--- src/rtl/lfbt_pkg.sv ---
// lfbt_pkg: constants and types for the led fade and blink timing block.
// assumes a 100 MHz system clock and a byte-wide register port.
package lfbt_pkg;
    // register offsets
    localparam logic [7:0] ADDR_FADE_TIMES = 8'h2d;
    localparam logic [7:0] ADDR_CH3_BLINK = 8'h2e;
    localparam logic [7:0] ADDR_CH4_BLINK = 8'h2f;
    localparam logic [7:0] REG_RESET = 8'h00;
    localparam logic [7:0] READ_UNMAPPED = 8'h00;

    // time bases, printed unit first, cycle counts derived from the clock
    localparam int unsigned CLK_MHZ = 100;
    localparam int unsigned FADE_UNIT_MS = 300;
    localparam int unsigned BLINK_UNIT_MS = 125;
    localparam int unsigned FADE_STEPS = 63;
    localparam int unsigned OFF_UNITS_PER_CODE = 2;
    localparam int unsigned FADE_UNIT_CYC = FADE_UNIT_MS * 1000 * CLK_MHZ;
    // round down: one step is the longest time that still fits the ramp
    localparam int unsigned FADE_STEP_CYC = FADE_UNIT_CYC / FADE_STEPS;
    localparam int unsigned BLINK_UNIT_CYC = BLINK_UNIT_MS * 1000 * CLK_MHZ;

    localparam int unsigned NUM_CH = 2;
    localparam logic [3:0] CODE_ZERO = 4'h0;
    localparam logic [3:0] CODE_ONE = 4'h1;
    localparam logic [5:0] LEVEL_ZERO = 6'h00;
    localparam logic [5:0] LEVEL_ONE = 6'h01;
    localparam logic [31:0] CNT_ZERO = 32'h0000_0000;
    localparam logic [31:0] CNT_ONE = 32'h0000_0001;

    typedef struct packed {
        logic [3:0] fade_out;
        logic [3:0] fade_in;
    } lfbt_fade_t;

    typedef struct packed {
        logic [3:0] off_period;
        logic [3:0] on_period;
    } lfbt_blink_t;

    typedef struct packed {
        logic wr;
        logic rd;
        logic [7:0] addr;
        logic [7:0] wdata;
    } lfbt_req_t;

    typedef enum logic {LFBT_ON, LFBT_OFF} lfbt_phase_t;
endpackage

--- src/rtl/lfbt_top.sv ---
// lfbt_top: grouped backlight fade ramp and channel 3/4 blink timers.
// assumes the register port, group select bits and current levels come
// from logic on clk_sys; the current sinks use the level outputs directly.
`timescale 1ns/1ps

// Functional notes
// fade-out code zero: backlight drops to zero at once, no ramp.
// fade-out code N gives full-scale time N times 0.3 s.
// fade-out time is for max code to zero; shorter from lower codes.
// fade-in code zero: backlight jumps to target at once, no ramp.
// fade-in code N gives full-scale time N times 0.3 s.
// fade-in time is for zero to max code; shorter to lower targets.
// blink off code zero disables blink; else off time N times 0.25 s.
// blink on code N gives on time (N+1) times 0.125 s.
// blink settings ignored while the channel belongs to the backlight group.
// channel 3 and 4 blink registers are read/write and reset to zero.
// both fade fields are read/write and reset to zero.
// group select one puts channel in backlight group, zero is individual.
// blinking alternates programmed current and zero current continuously.
// fade steps code by one at full-scale time over 63 intervals.
module lfbt_top #(
    parameter int unsigned FADE_STEP_CYCLES = lfbt_pkg::FADE_STEP_CYC,
    parameter int unsigned BLINK_UNIT_CYCLES = lfbt_pkg::BLINK_UNIT_CYC
) (
    input wire logic clk_sys,
    input wire logic rstn,
    input wire lfbt_pkg::lfbt_req_t reg_req,
    output logic [7:0] reg_rdata,
    input wire logic bl_enable,
    input wire logic [5:0] bl_target,
    output logic [5:0] bl_code,
    output logic bl_fading,
    input wire logic ch3_group_select,
    input wire logic ch4_group_select,
    input wire logic [5:0] ch3_level,
    input wire logic [5:0] ch4_level,
    output logic [5:0] ch3_drive,
    output logic [5:0] ch4_drive
);
    // cycles for a 4-bit code times a unit count
    function automatic logic [31:0] periods(input logic [3:0] n, input logic [31:0] unit);
        periods = 32'(n * unit);
    endfunction

    localparam logic [31:0] FADE_STEP = 32'(FADE_STEP_CYCLES);
    localparam logic [31:0] BLINK_UNIT = 32'(BLINK_UNIT_CYCLES);
    localparam logic [31:0] OFF_UNIT = 32'(BLINK_UNIT_CYCLES * lfbt_pkg::OFF_UNITS_PER_CODE);
    // largest on code: its unit count does not fit back into four bits
    localparam logic [3:0] CODE_MAX = 4'hf;

    // register file
    lfbt_pkg::lfbt_fade_t fade_q, fade_d;
    lfbt_pkg::lfbt_blink_t blink_q [lfbt_pkg::NUM_CH];
    lfbt_pkg::lfbt_blink_t blink_d [lfbt_pkg::NUM_CH];
    logic [7:0] rdata_q, rdata_d;

    always_comb begin
        fade_d = fade_q;
        blink_d = blink_q;
        rdata_d = rdata_q;
        if (reg_req.wr) begin
            unique case (reg_req.addr)
                lfbt_pkg::ADDR_FADE_TIMES: fade_d = reg_req.wdata;
                lfbt_pkg::ADDR_CH3_BLINK: blink_d[0] = reg_req.wdata;
                lfbt_pkg::ADDR_CH4_BLINK: blink_d[1] = reg_req.wdata;
                default: ;
            endcase
        end
        if (reg_req.rd) begin
            unique case (reg_req.addr)
                lfbt_pkg::ADDR_FADE_TIMES: rdata_d = fade_q;
                lfbt_pkg::ADDR_CH3_BLINK: rdata_d = blink_q[0];
                lfbt_pkg::ADDR_CH4_BLINK: rdata_d = blink_q[1];
                default: rdata_d = lfbt_pkg::READ_UNMAPPED;
            endcase
        end
    end

    always_ff @(posedge clk_sys) begin
        if (!rstn) begin
            fade_q <= lfbt_pkg::REG_RESET;
            for (int i = 0; i < lfbt_pkg::NUM_CH; i++) begin
                blink_q[i] <= lfbt_pkg::REG_RESET;
            end
            rdata_q <= lfbt_pkg::REG_RESET;
        end else begin
            fade_q <= fade_d;
            blink_q <= blink_d;
            rdata_q <= rdata_d;
        end
    end

    assign reg_rdata = rdata_q;

    // fade ramp
    logic [5:0] code_q, code_d;
    logic [31:0] step_cnt_q, step_cnt_d;
    logic [5:0] goal;
    logic going_up;
    logic going_down;
    logic [3:0] fade_sel;
    logic [31:0] step_len;

    always_comb begin
        goal = bl_enable ? bl_target : lfbt_pkg::LEVEL_ZERO;
        going_up = goal > code_q;
        going_down = goal < code_q;
        fade_sel = going_up ? fade_q.fade_in : fade_q.fade_out;
        // same interval per code step, so shorter ramps end sooner
        step_len = periods(fade_sel, FADE_STEP);
        code_d = code_q;
        step_cnt_d = lfbt_pkg::CNT_ZERO;
        if (going_up || going_down) begin
            if (fade_sel == lfbt_pkg::CODE_ZERO) begin
                code_d = goal;
            end else if (step_cnt_q >= step_len - lfbt_pkg::CNT_ONE) begin
                // a goal change mid-step keeps the count already spent
                code_d = going_up ? code_q + lfbt_pkg::LEVEL_ONE
                                  : code_q - lfbt_pkg::LEVEL_ONE;
            end else begin
                step_cnt_d = step_cnt_q + lfbt_pkg::CNT_ONE;
            end
        end
    end

    always_ff @(posedge clk_sys) begin
        if (!rstn) begin
            code_q <= lfbt_pkg::LEVEL_ZERO;
            step_cnt_q <= lfbt_pkg::CNT_ZERO;
        end else begin
            code_q <= code_d;
            step_cnt_q <= step_cnt_d;
        end
    end

    assign bl_code = code_q;
    assign bl_fading = (code_q != goal);

    // blink timers
    logic [lfbt_pkg::NUM_CH-1:0] grp_sel;
    logic [5:0] level [lfbt_pkg::NUM_CH];
    lfbt_pkg::lfbt_phase_t ph_q [lfbt_pkg::NUM_CH];
    lfbt_pkg::lfbt_phase_t ph_d [lfbt_pkg::NUM_CH];
    logic [31:0] bcnt_q [lfbt_pkg::NUM_CH];
    logic [31:0] bcnt_d [lfbt_pkg::NUM_CH];
    logic [5:0] drive_q [lfbt_pkg::NUM_CH];
    logic [5:0] drive_d [lfbt_pkg::NUM_CH];
    logic [31:0] on_len [lfbt_pkg::NUM_CH];
    logic [31:0] off_len [lfbt_pkg::NUM_CH];

    assign grp_sel = {ch4_group_select, ch3_group_select};
    assign level[0] = ch3_level;
    assign level[1] = ch4_level;

    always_comb begin
        for (int i = 0; i < lfbt_pkg::NUM_CH; i++) begin
            on_len[i] = periods(blink_q[i].on_period + lfbt_pkg::CODE_ONE, BLINK_UNIT);
            // code 15 on wraps to 0 in 4 bits; restore the sixteenth unit
            if (blink_q[i].on_period == CODE_MAX) begin
                on_len[i] = periods(blink_q[i].on_period, BLINK_UNIT) + BLINK_UNIT;
            end
            off_len[i] = periods(blink_q[i].off_period, OFF_UNIT);
            ph_d[i] = ph_q[i];
            bcnt_d[i] = bcnt_q[i] + lfbt_pkg::CNT_ONE;
            if (grp_sel[i] || blink_q[i].off_period == lfbt_pkg::CODE_ZERO) begin
                // group use or blink off: steady, restart in on phase
                ph_d[i] = lfbt_pkg::LFBT_ON;
                bcnt_d[i] = lfbt_pkg::CNT_ZERO;
            end else begin
                unique case (ph_q[i])
                    lfbt_pkg::LFBT_ON: begin
                        if (bcnt_q[i] >= on_len[i] - lfbt_pkg::CNT_ONE) begin
                            ph_d[i] = lfbt_pkg::LFBT_OFF;
                            bcnt_d[i] = lfbt_pkg::CNT_ZERO;
                        end
                    end
                    lfbt_pkg::LFBT_OFF: begin
                        if (bcnt_q[i] >= off_len[i] - lfbt_pkg::CNT_ONE) begin
                            ph_d[i] = lfbt_pkg::LFBT_ON;
                            bcnt_d[i] = lfbt_pkg::CNT_ZERO;
                        end
                    end
                endcase
            end
            drive_d[i] = (ph_d[i] == lfbt_pkg::LFBT_ON) ? level[i] : lfbt_pkg::LEVEL_ZERO;
        end
    end

    always_ff @(posedge clk_sys) begin
        if (!rstn) begin
            for (int i = 0; i < lfbt_pkg::NUM_CH; i++) begin
                ph_q[i] <= lfbt_pkg::LFBT_ON;
                bcnt_q[i] <= lfbt_pkg::CNT_ZERO;
                drive_q[i] <= lfbt_pkg::LEVEL_ZERO;
            end
        end else begin
            ph_q <= ph_d;
            bcnt_q <= bcnt_d;
            drive_q <= drive_d;
        end
    end

    // levels pass with one cycle of latency even when not blinking
    assign ch3_drive = drive_q[0];
    assign ch4_drive = drive_q[1];

    // checks
    a_fade_out_skip: assert property (@(posedge clk_sys) disable iff (!rstn)
        (!bl_enable && fade_q.fade_out == lfbt_pkg::CODE_ZERO) |=> bl_code == 6'h00)
        else $error("fade-out disabled but code not zero");

    a_fade_in_skip: assert property (@(posedge clk_sys) disable iff (!rstn)
        (bl_enable && bl_target > bl_code && fade_q.fade_in == lfbt_pkg::CODE_ZERO)
        |=> bl_code == $past(bl_target))
        else $error("fade-in disabled but target not reached at once");

    a_fade_step_one: assert property (@(posedge clk_sys) disable iff (!rstn)
        (bl_enable && bl_target > bl_code && fade_q.fade_in != lfbt_pkg::CODE_ZERO)
        |=> (bl_code == $past(bl_code) || bl_code == $past(bl_code) + 6'h01))
        else $error("fade-in moved more than one code");

    a_fade_interval: assert property (@(posedge clk_sys) disable iff (!rstn)
        (going_up || going_down) && fade_sel != lfbt_pkg::CODE_ZERO
        && step_cnt_q < step_len - 32'h0000_0001 |=> $stable(bl_code))
        else $error("fade code moved before its interval ended");

    a_regs_reset: assert property (@(posedge clk_sys) disable iff (!rstn)
        $rose(rstn) |-> (fade_q == 8'h00 && blink_q[0] == 8'h00 && blink_q[1] == 8'h00))
        else $error("timing registers not zero after reset");

    a_reg_readback: assert property (@(posedge clk_sys) disable iff (!rstn)
        (reg_req.wr && reg_req.addr == lfbt_pkg::ADDR_FADE_TIMES) ##1
        (reg_req.rd && !reg_req.wr && reg_req.addr == lfbt_pkg::ADDR_FADE_TIMES)
        |=> reg_rdata == $past(reg_req.wdata, 2))
        else $error("fade register read back differs from write");

    a_ch3_readback: assert property (@(posedge clk_sys) disable iff (!rstn)
        (reg_req.wr && reg_req.addr == lfbt_pkg::ADDR_CH3_BLINK) ##1
        (reg_req.rd && !reg_req.wr && reg_req.addr == lfbt_pkg::ADDR_CH3_BLINK)
        |=> reg_rdata == $past(reg_req.wdata, 2))
        else $error("channel 3 blink register read back differs from write");

    a_ch4_readback: assert property (@(posedge clk_sys) disable iff (!rstn)
        (reg_req.wr && reg_req.addr == lfbt_pkg::ADDR_CH4_BLINK) ##1
        (reg_req.rd && !reg_req.wr && reg_req.addr == lfbt_pkg::ADDR_CH4_BLINK)
        |=> reg_rdata == $past(reg_req.wdata, 2))
        else $error("channel 4 blink register read back differs from write");

    a_rdata_holds: assert property (@(posedge clk_sys) disable iff (!rstn)
        !reg_req.rd |=> $stable(reg_rdata))
        else $error("read data changed without a read");

    a_fade_out_step: assert property (@(posedge clk_sys) disable iff (!rstn)
        (!bl_enable && bl_code != 6'h00 && fade_q.fade_out != lfbt_pkg::CODE_ZERO)
        |=> (bl_code == $past(bl_code) || bl_code == $past(bl_code) - 6'h01))
        else $error("fade-out moved more than one code");

    a_fade_step_due: assert property (@(posedge clk_sys) disable iff (!rstn)
        (going_up || going_down) && fade_sel != lfbt_pkg::CODE_ZERO
        && step_cnt_q >= step_len - 32'h0000_0001 |=> bl_code != $past(bl_code))
        else $error("fade code did not step when its interval ended");

    a_code_at_goal: assert property (@(posedge clk_sys) disable iff (!rstn)
        !(going_up || going_down) |=> $stable(bl_code))
        else $error("fade code moved while at its goal");

    a_fade_in_target: assert property (@(posedge clk_sys) disable iff (!rstn)
        (bl_enable && bl_target > bl_code) |=> bl_code <= $past(bl_target))
        else $error("fade-in overshot its target");

    for (genvar g = 0; g < lfbt_pkg::NUM_CH; g++) begin : g_chk
        a_blink_off_dark: assert property (@(posedge clk_sys) disable iff (!rstn)
            ph_q[g] == lfbt_pkg::LFBT_OFF |-> drive_q[g] == 6'h00)
            else $error("channel drives current during off period");

        a_group_ignores: assert property (@(posedge clk_sys) disable iff (!rstn)
            grp_sel[g] |=> (drive_q[g] == $past(level[g]) && ph_q[g] == lfbt_pkg::LFBT_ON))
            else $error("grouped channel still blinking");

        a_blink_disabled: assert property (@(posedge clk_sys) disable iff (!rstn)
            blink_q[g].off_period == 4'h0 |=> drive_q[g] == $past(level[g]))
            else $error("blink disabled but channel not steady");

        a_on_period_len: assert property (@(posedge clk_sys) disable iff (!rstn)
            (ph_q[g] == lfbt_pkg::LFBT_ON && !grp_sel[g] && blink_q[g].off_period != 4'h0
            && bcnt_q[g] < on_len[g] - 32'h0000_0001) |=> ph_q[g] == lfbt_pkg::LFBT_ON)
            else $error("on period ended early");

        a_off_period_len: assert property (@(posedge clk_sys) disable iff (!rstn)
            (ph_q[g] == lfbt_pkg::LFBT_OFF && !grp_sel[g] && blink_q[g].off_period != 4'h0
            && bcnt_q[g] < off_len[g] - 32'h0000_0001) |=> ph_q[g] == lfbt_pkg::LFBT_OFF)
            else $error("off period ended early");

        a_on_drives_level: assert property (@(posedge clk_sys) disable iff (!rstn)
            (ph_q[g] == lfbt_pkg::LFBT_OFF) ##1 (ph_q[g] == lfbt_pkg::LFBT_ON)
            |-> drive_q[g] == $past(level[g]))
            else $error("channel not at its level after the off period");

        a_blink_restart: assert property (@(posedge clk_sys) disable iff (!rstn)
            $rose(rstn) |-> (ph_q[g] == lfbt_pkg::LFBT_ON && bcnt_q[g] == 32'h0000_0000))
            else $error("blink timer not restarted by reset");
    end
endmodule // lfbt_top

--- config.mk ---
export PLATFORM = sky130hd
export DESIGN_NAME = lfbt_top
export DESIGN_NICKNAME = d
export VERILOG_FILES = /design/src/rtl/lfbt_pkg.sv /design/src/rtl/lfbt_top.sv
export SDC_FILE = /design/constraint.sdc
export NUM_CORES = 1
export LEC_CHECK = 0
export ABC_AREA = 1
export BUFFER_PORTS_ARGS = -buffer_cell sky130_fd_sc_hd__buf_2
export CAP_MARGIN = 20
export CELL_PAD_IN_SITES_DETAIL_PLACEMENT = 1
export CELL_PAD_IN_SITES_GLOBAL_PLACEMENT = 1
export CORE_UTILIZATION = 40
export CTS_BUF_LIST = sky130_fd_sc_hd__clkbuf_8
export DETAILED_ROUTE_END_ITERATION = 8
export GPL_TIMING_DRIVEN = 0
export MAX_ROUTING_LAYER = met4
export PLACE_DENSITY = 0.84
export SLEW_MARGIN = 20
export SYNTH_ARGS = -nofsm -noshare
export SYNTH_HDL_FRONTEND = slang
export SYNTH_SLANG_ARGS = --single-unit
--- constraint.sdc ---
create_clock -name clk_sys -period 9.65 [get_ports clk_sys]
set_input_delay 2.4125 -clock clk_sys [delete_from_list [all_inputs] [get_ports clk_sys]]
set_output_delay 2.4125 -clock clk_sys [all_outputs]
set_load 0.03 [all_outputs]
==> flow_summary.ini <==
[route]
post_drt_via_cell_ratio = 5.388
drc = 0
wire_per_inst_um = 16.66
drtIter0Drc = 889
drtPass1Iterations = 5
antenna_left = 0
drt-total-wl_um = 59270
num_vias = 19170

[layout]
syn_to_final_growth_pct = 8.640
drive_gt1_share_pct = 6.443
final_cells = 3558
fin_nets = 3349
final_util_pct = 44.43

[synthesis]
seq_area_frac_synth_pct = 15.43
synth_cells = 2844
synth_warnings = 0
synth_top_area_share_pct = 20.65
yosysTopAreaCell = ha_1
ys_types = 58
mappedNetlistArea_um2 = 19200
async_flop_share_pct = 0
synth_ff_type = dfxtp_1
synthTopCellsByArea = ha_1, dfxtp_1, nand2_1, inv_1, xor2_1
synth_edf_count = 0
ys_ff_latch = 148
synth.avg_cell_area_um2 = 6.752

[worst_hold_path]
hp-start = bcnt_q[32]$_SDFF_PP0_
hp-class = flip-flop to flip-flop
holdPathStages = 1
hold_path_end = bcnt_q[32]$_SDFF_PP0_

[global_route]
grt_use_total_pct = 25.25
met2_usage_pct = 44.13
met1_usage_pct = 29.77
grt_pass1_wl_um = 99220
grt.busiest_layer = met2
grt-ovfl-total = 0
antenna_found_initial = 3
grt_max_degree = 19
grt_pass1_vias = 20390
grt_util_met3_pct = 2.616

[sta]
fin_skew_ps = 29.62
hold_violations = 0
worst_pin_slew_ps = 1021
fin_crit_sh_pct = 93.98
fin_ws_ps = 580.6
fmaxAchievable_ghz = 0.1103
maxSlewViolCount = 0
finalCriticalPeriod_ps = 9069
setup_viol_count_final = 0
relSlewSlack_pct = 31.85

[setup_path]
cpPeakStageDelay_ps = 610
r2r-start = blink_q[8]$_SDFFE_PN0P_
worst-setup-path-type = input port to flip-flop
ff2ff_path_depth = 30
slowest_stage = fa_1
crit_required_ps = 10110
crit_path_frequent_cell = nand2_1
regToRegSetupSlack_ps = 1910
crit_fanout = 10
reg2reg_to = bcnt_q[46]$_SDFF_PP0_
crit_path_start_kind = input port
critPathArrivalTime_ps = 9530
critPathCaptureType = flip-flop

[floorplanning]
die_y_um = 221.1
io_pins = 68
rows = 79
die_w_um = 221.1
core_area_um2 = 46950
initial_core_util_pct = 40.90
die-area_um2 = 48890

[outcome]
status = complete, no violations

[cts]
htreeDepth = 4
cts.clk_slew.worst_paths_ps = 100
root_buffer = clkbuf_8
numCtsBuffers = 17
insertion_delay_ps = 540
clock_path_buffers = 2
cts_tree = done
cts_sinks = 148

[power]
ir_worst_vdd_uv = 107.4
leakage_uw = 0.01082
p_per_area_nw_per_um2 = 120.7

[place]
dp_hpwl_um = 49830
io_buffer_count = 66
dp.cells = 3521
place.gp.congestion = 0.9054
pre_cts_slack_ps = -966.4

[run]
drv_cap = 0
routing by layer:
metal / up-vias / part of all wire (%)
met4: 0 / 3.3
met5: - / 0
li1: 9482 / -
met1: 9295 / 44
met3: 112 / 3.1
met2: 280 / 49
area by class of cell:
type	count	area [um2]
Inverter	431	1622
Multi-Input combinational cell	2240	14590
Fill cell	6233	26090
Buffer	29	125.1
Antenna cell	2	5.005
Timing Repair Buffer	69	352.8
Tap cell	607	759.5
Clock buffer	17	234.0
Sequential cell	148	2964
Clock inverter	15	209.0
where the power goes:
part           total [uW]  internal [uW]  leakage, uW  switching [uW]
clock                 570            267     0.000221             303
combinational        1310            465      0.00940             842
sequential            642            626      0.00120            16.0
total                2520           1360       0.0108            1160
timing repair:
item / CTS / global route
pin swaps: 0 / 1
endpoints found under the setup margin: 38 / 38
setup buffers: 0 / 2
hold buffers: 0 / 0
resized for setup: 5 / 18
cloned: 0 / 1
kinds of logic (layout without fill, tap and decap cells):
kind of cell    Yosys count  in the layout  synth area share [%]
compound gates          362            362                 10.51
xor+xnor                191            191                 8.750
fa+ha+maj               372            372                 26.39
buf+inv                 460            561                 9.057
flops                   148            148                 15.43
other cells               1              6               0.01953
simple gates           1310           1311                 29.85
sequential cells by signal, summed over array words and instances, names as in the netlist:
signal and flops:
bcnt_q 64, bl_code 6, blink_q 16, ch3_drive 6
ch4_drive 6, fade_q 8, ph_q 2, reg_rdata 8
step_cnt_q 32
worst max path at each step:
| stage | startpoint | cells after the start | to | slack [ps] |
|---|---|---|---|---|
| after global placement | bl_enable | 40 | step_cnt_q[30]$_SDFF_PP0_ | -850 |
| after CTS | bl_enable | 40 | step_cnt_q[30]$_SDFF_PP0_ | 90 |
| final | bl_enable | 40 | step_cnt_q[30]$_SDFF_PP0_ | 580 |
| after detailed placement | bl_enable | 42 | step_cnt_q[30]$_SDFF_PP0_ | -970 |
| after global routing | bl_enable | 42 | step_cnt_q[29]$_SDFF_PP0_ | -10 |
| after floorplan | bl_target[5] | 34 | step_cnt_q[23]$_SDFF_PP0_ | 590 |
through the flow:
step	hold WS, ps	TNS [ps]	power (uW)	cell area (um2)
6_report	469.5	0	2518	20860
5_1_grt	507.8	-13.80	2739	20860
4_1_cts	472.6	0	2490	20780
3_5_place_dp	451.2	-30780	1908	20310
3_3_place_gp	428.6	-27260	1809	20300
2_1_floorplan	417.5	0	1587	19210
cell usage after synthesis (18+ instances only):
library cell	instances
nand2_1	619
inv_1	420
ha_1	317
nor2_1	300
a21oi_1	198
nand3_1	188
dfxtp_1	148
xor2_1	135
o21ai_0	82
nor3_1	61
nand4_1	60
fa_1	55
xnor2_1	55
clkbuf_1	20
nor4_1	18
cell usage in the layout, fill, tap and decap left out, types with 8 or more instances in the layout:
cell,n
a21oi_1,198
buf_2,75
clkbuf_1,17
clkbuf_8,17
dfxtp_1,147
fa_1,55
ha_1,317
inv_1,419
inv_2,11
nand2_1,618
nand2_2,10
nand3_1,185
nand3_2,8
nand4_1,60
nor2_1,298
nor2_2,8
nor3_1,61
nor4_1,17
o21a_1,9
o21ai_0,81
o221ai_1,11
xnor2_1,54
xor2_1,135
worst max-delay path: cells and delay by family:
kind	cells	cell delay (ps)
AND/OR/NAND/NOR	19	2730
AO/OA/AOI/OAI	7	1160
buffers and inverters	8	910
XOR/XNOR	1	190
adder cells (fa/ha/maj)	5	2110
No activity file was read; power rests on OpenSTA's default activity.
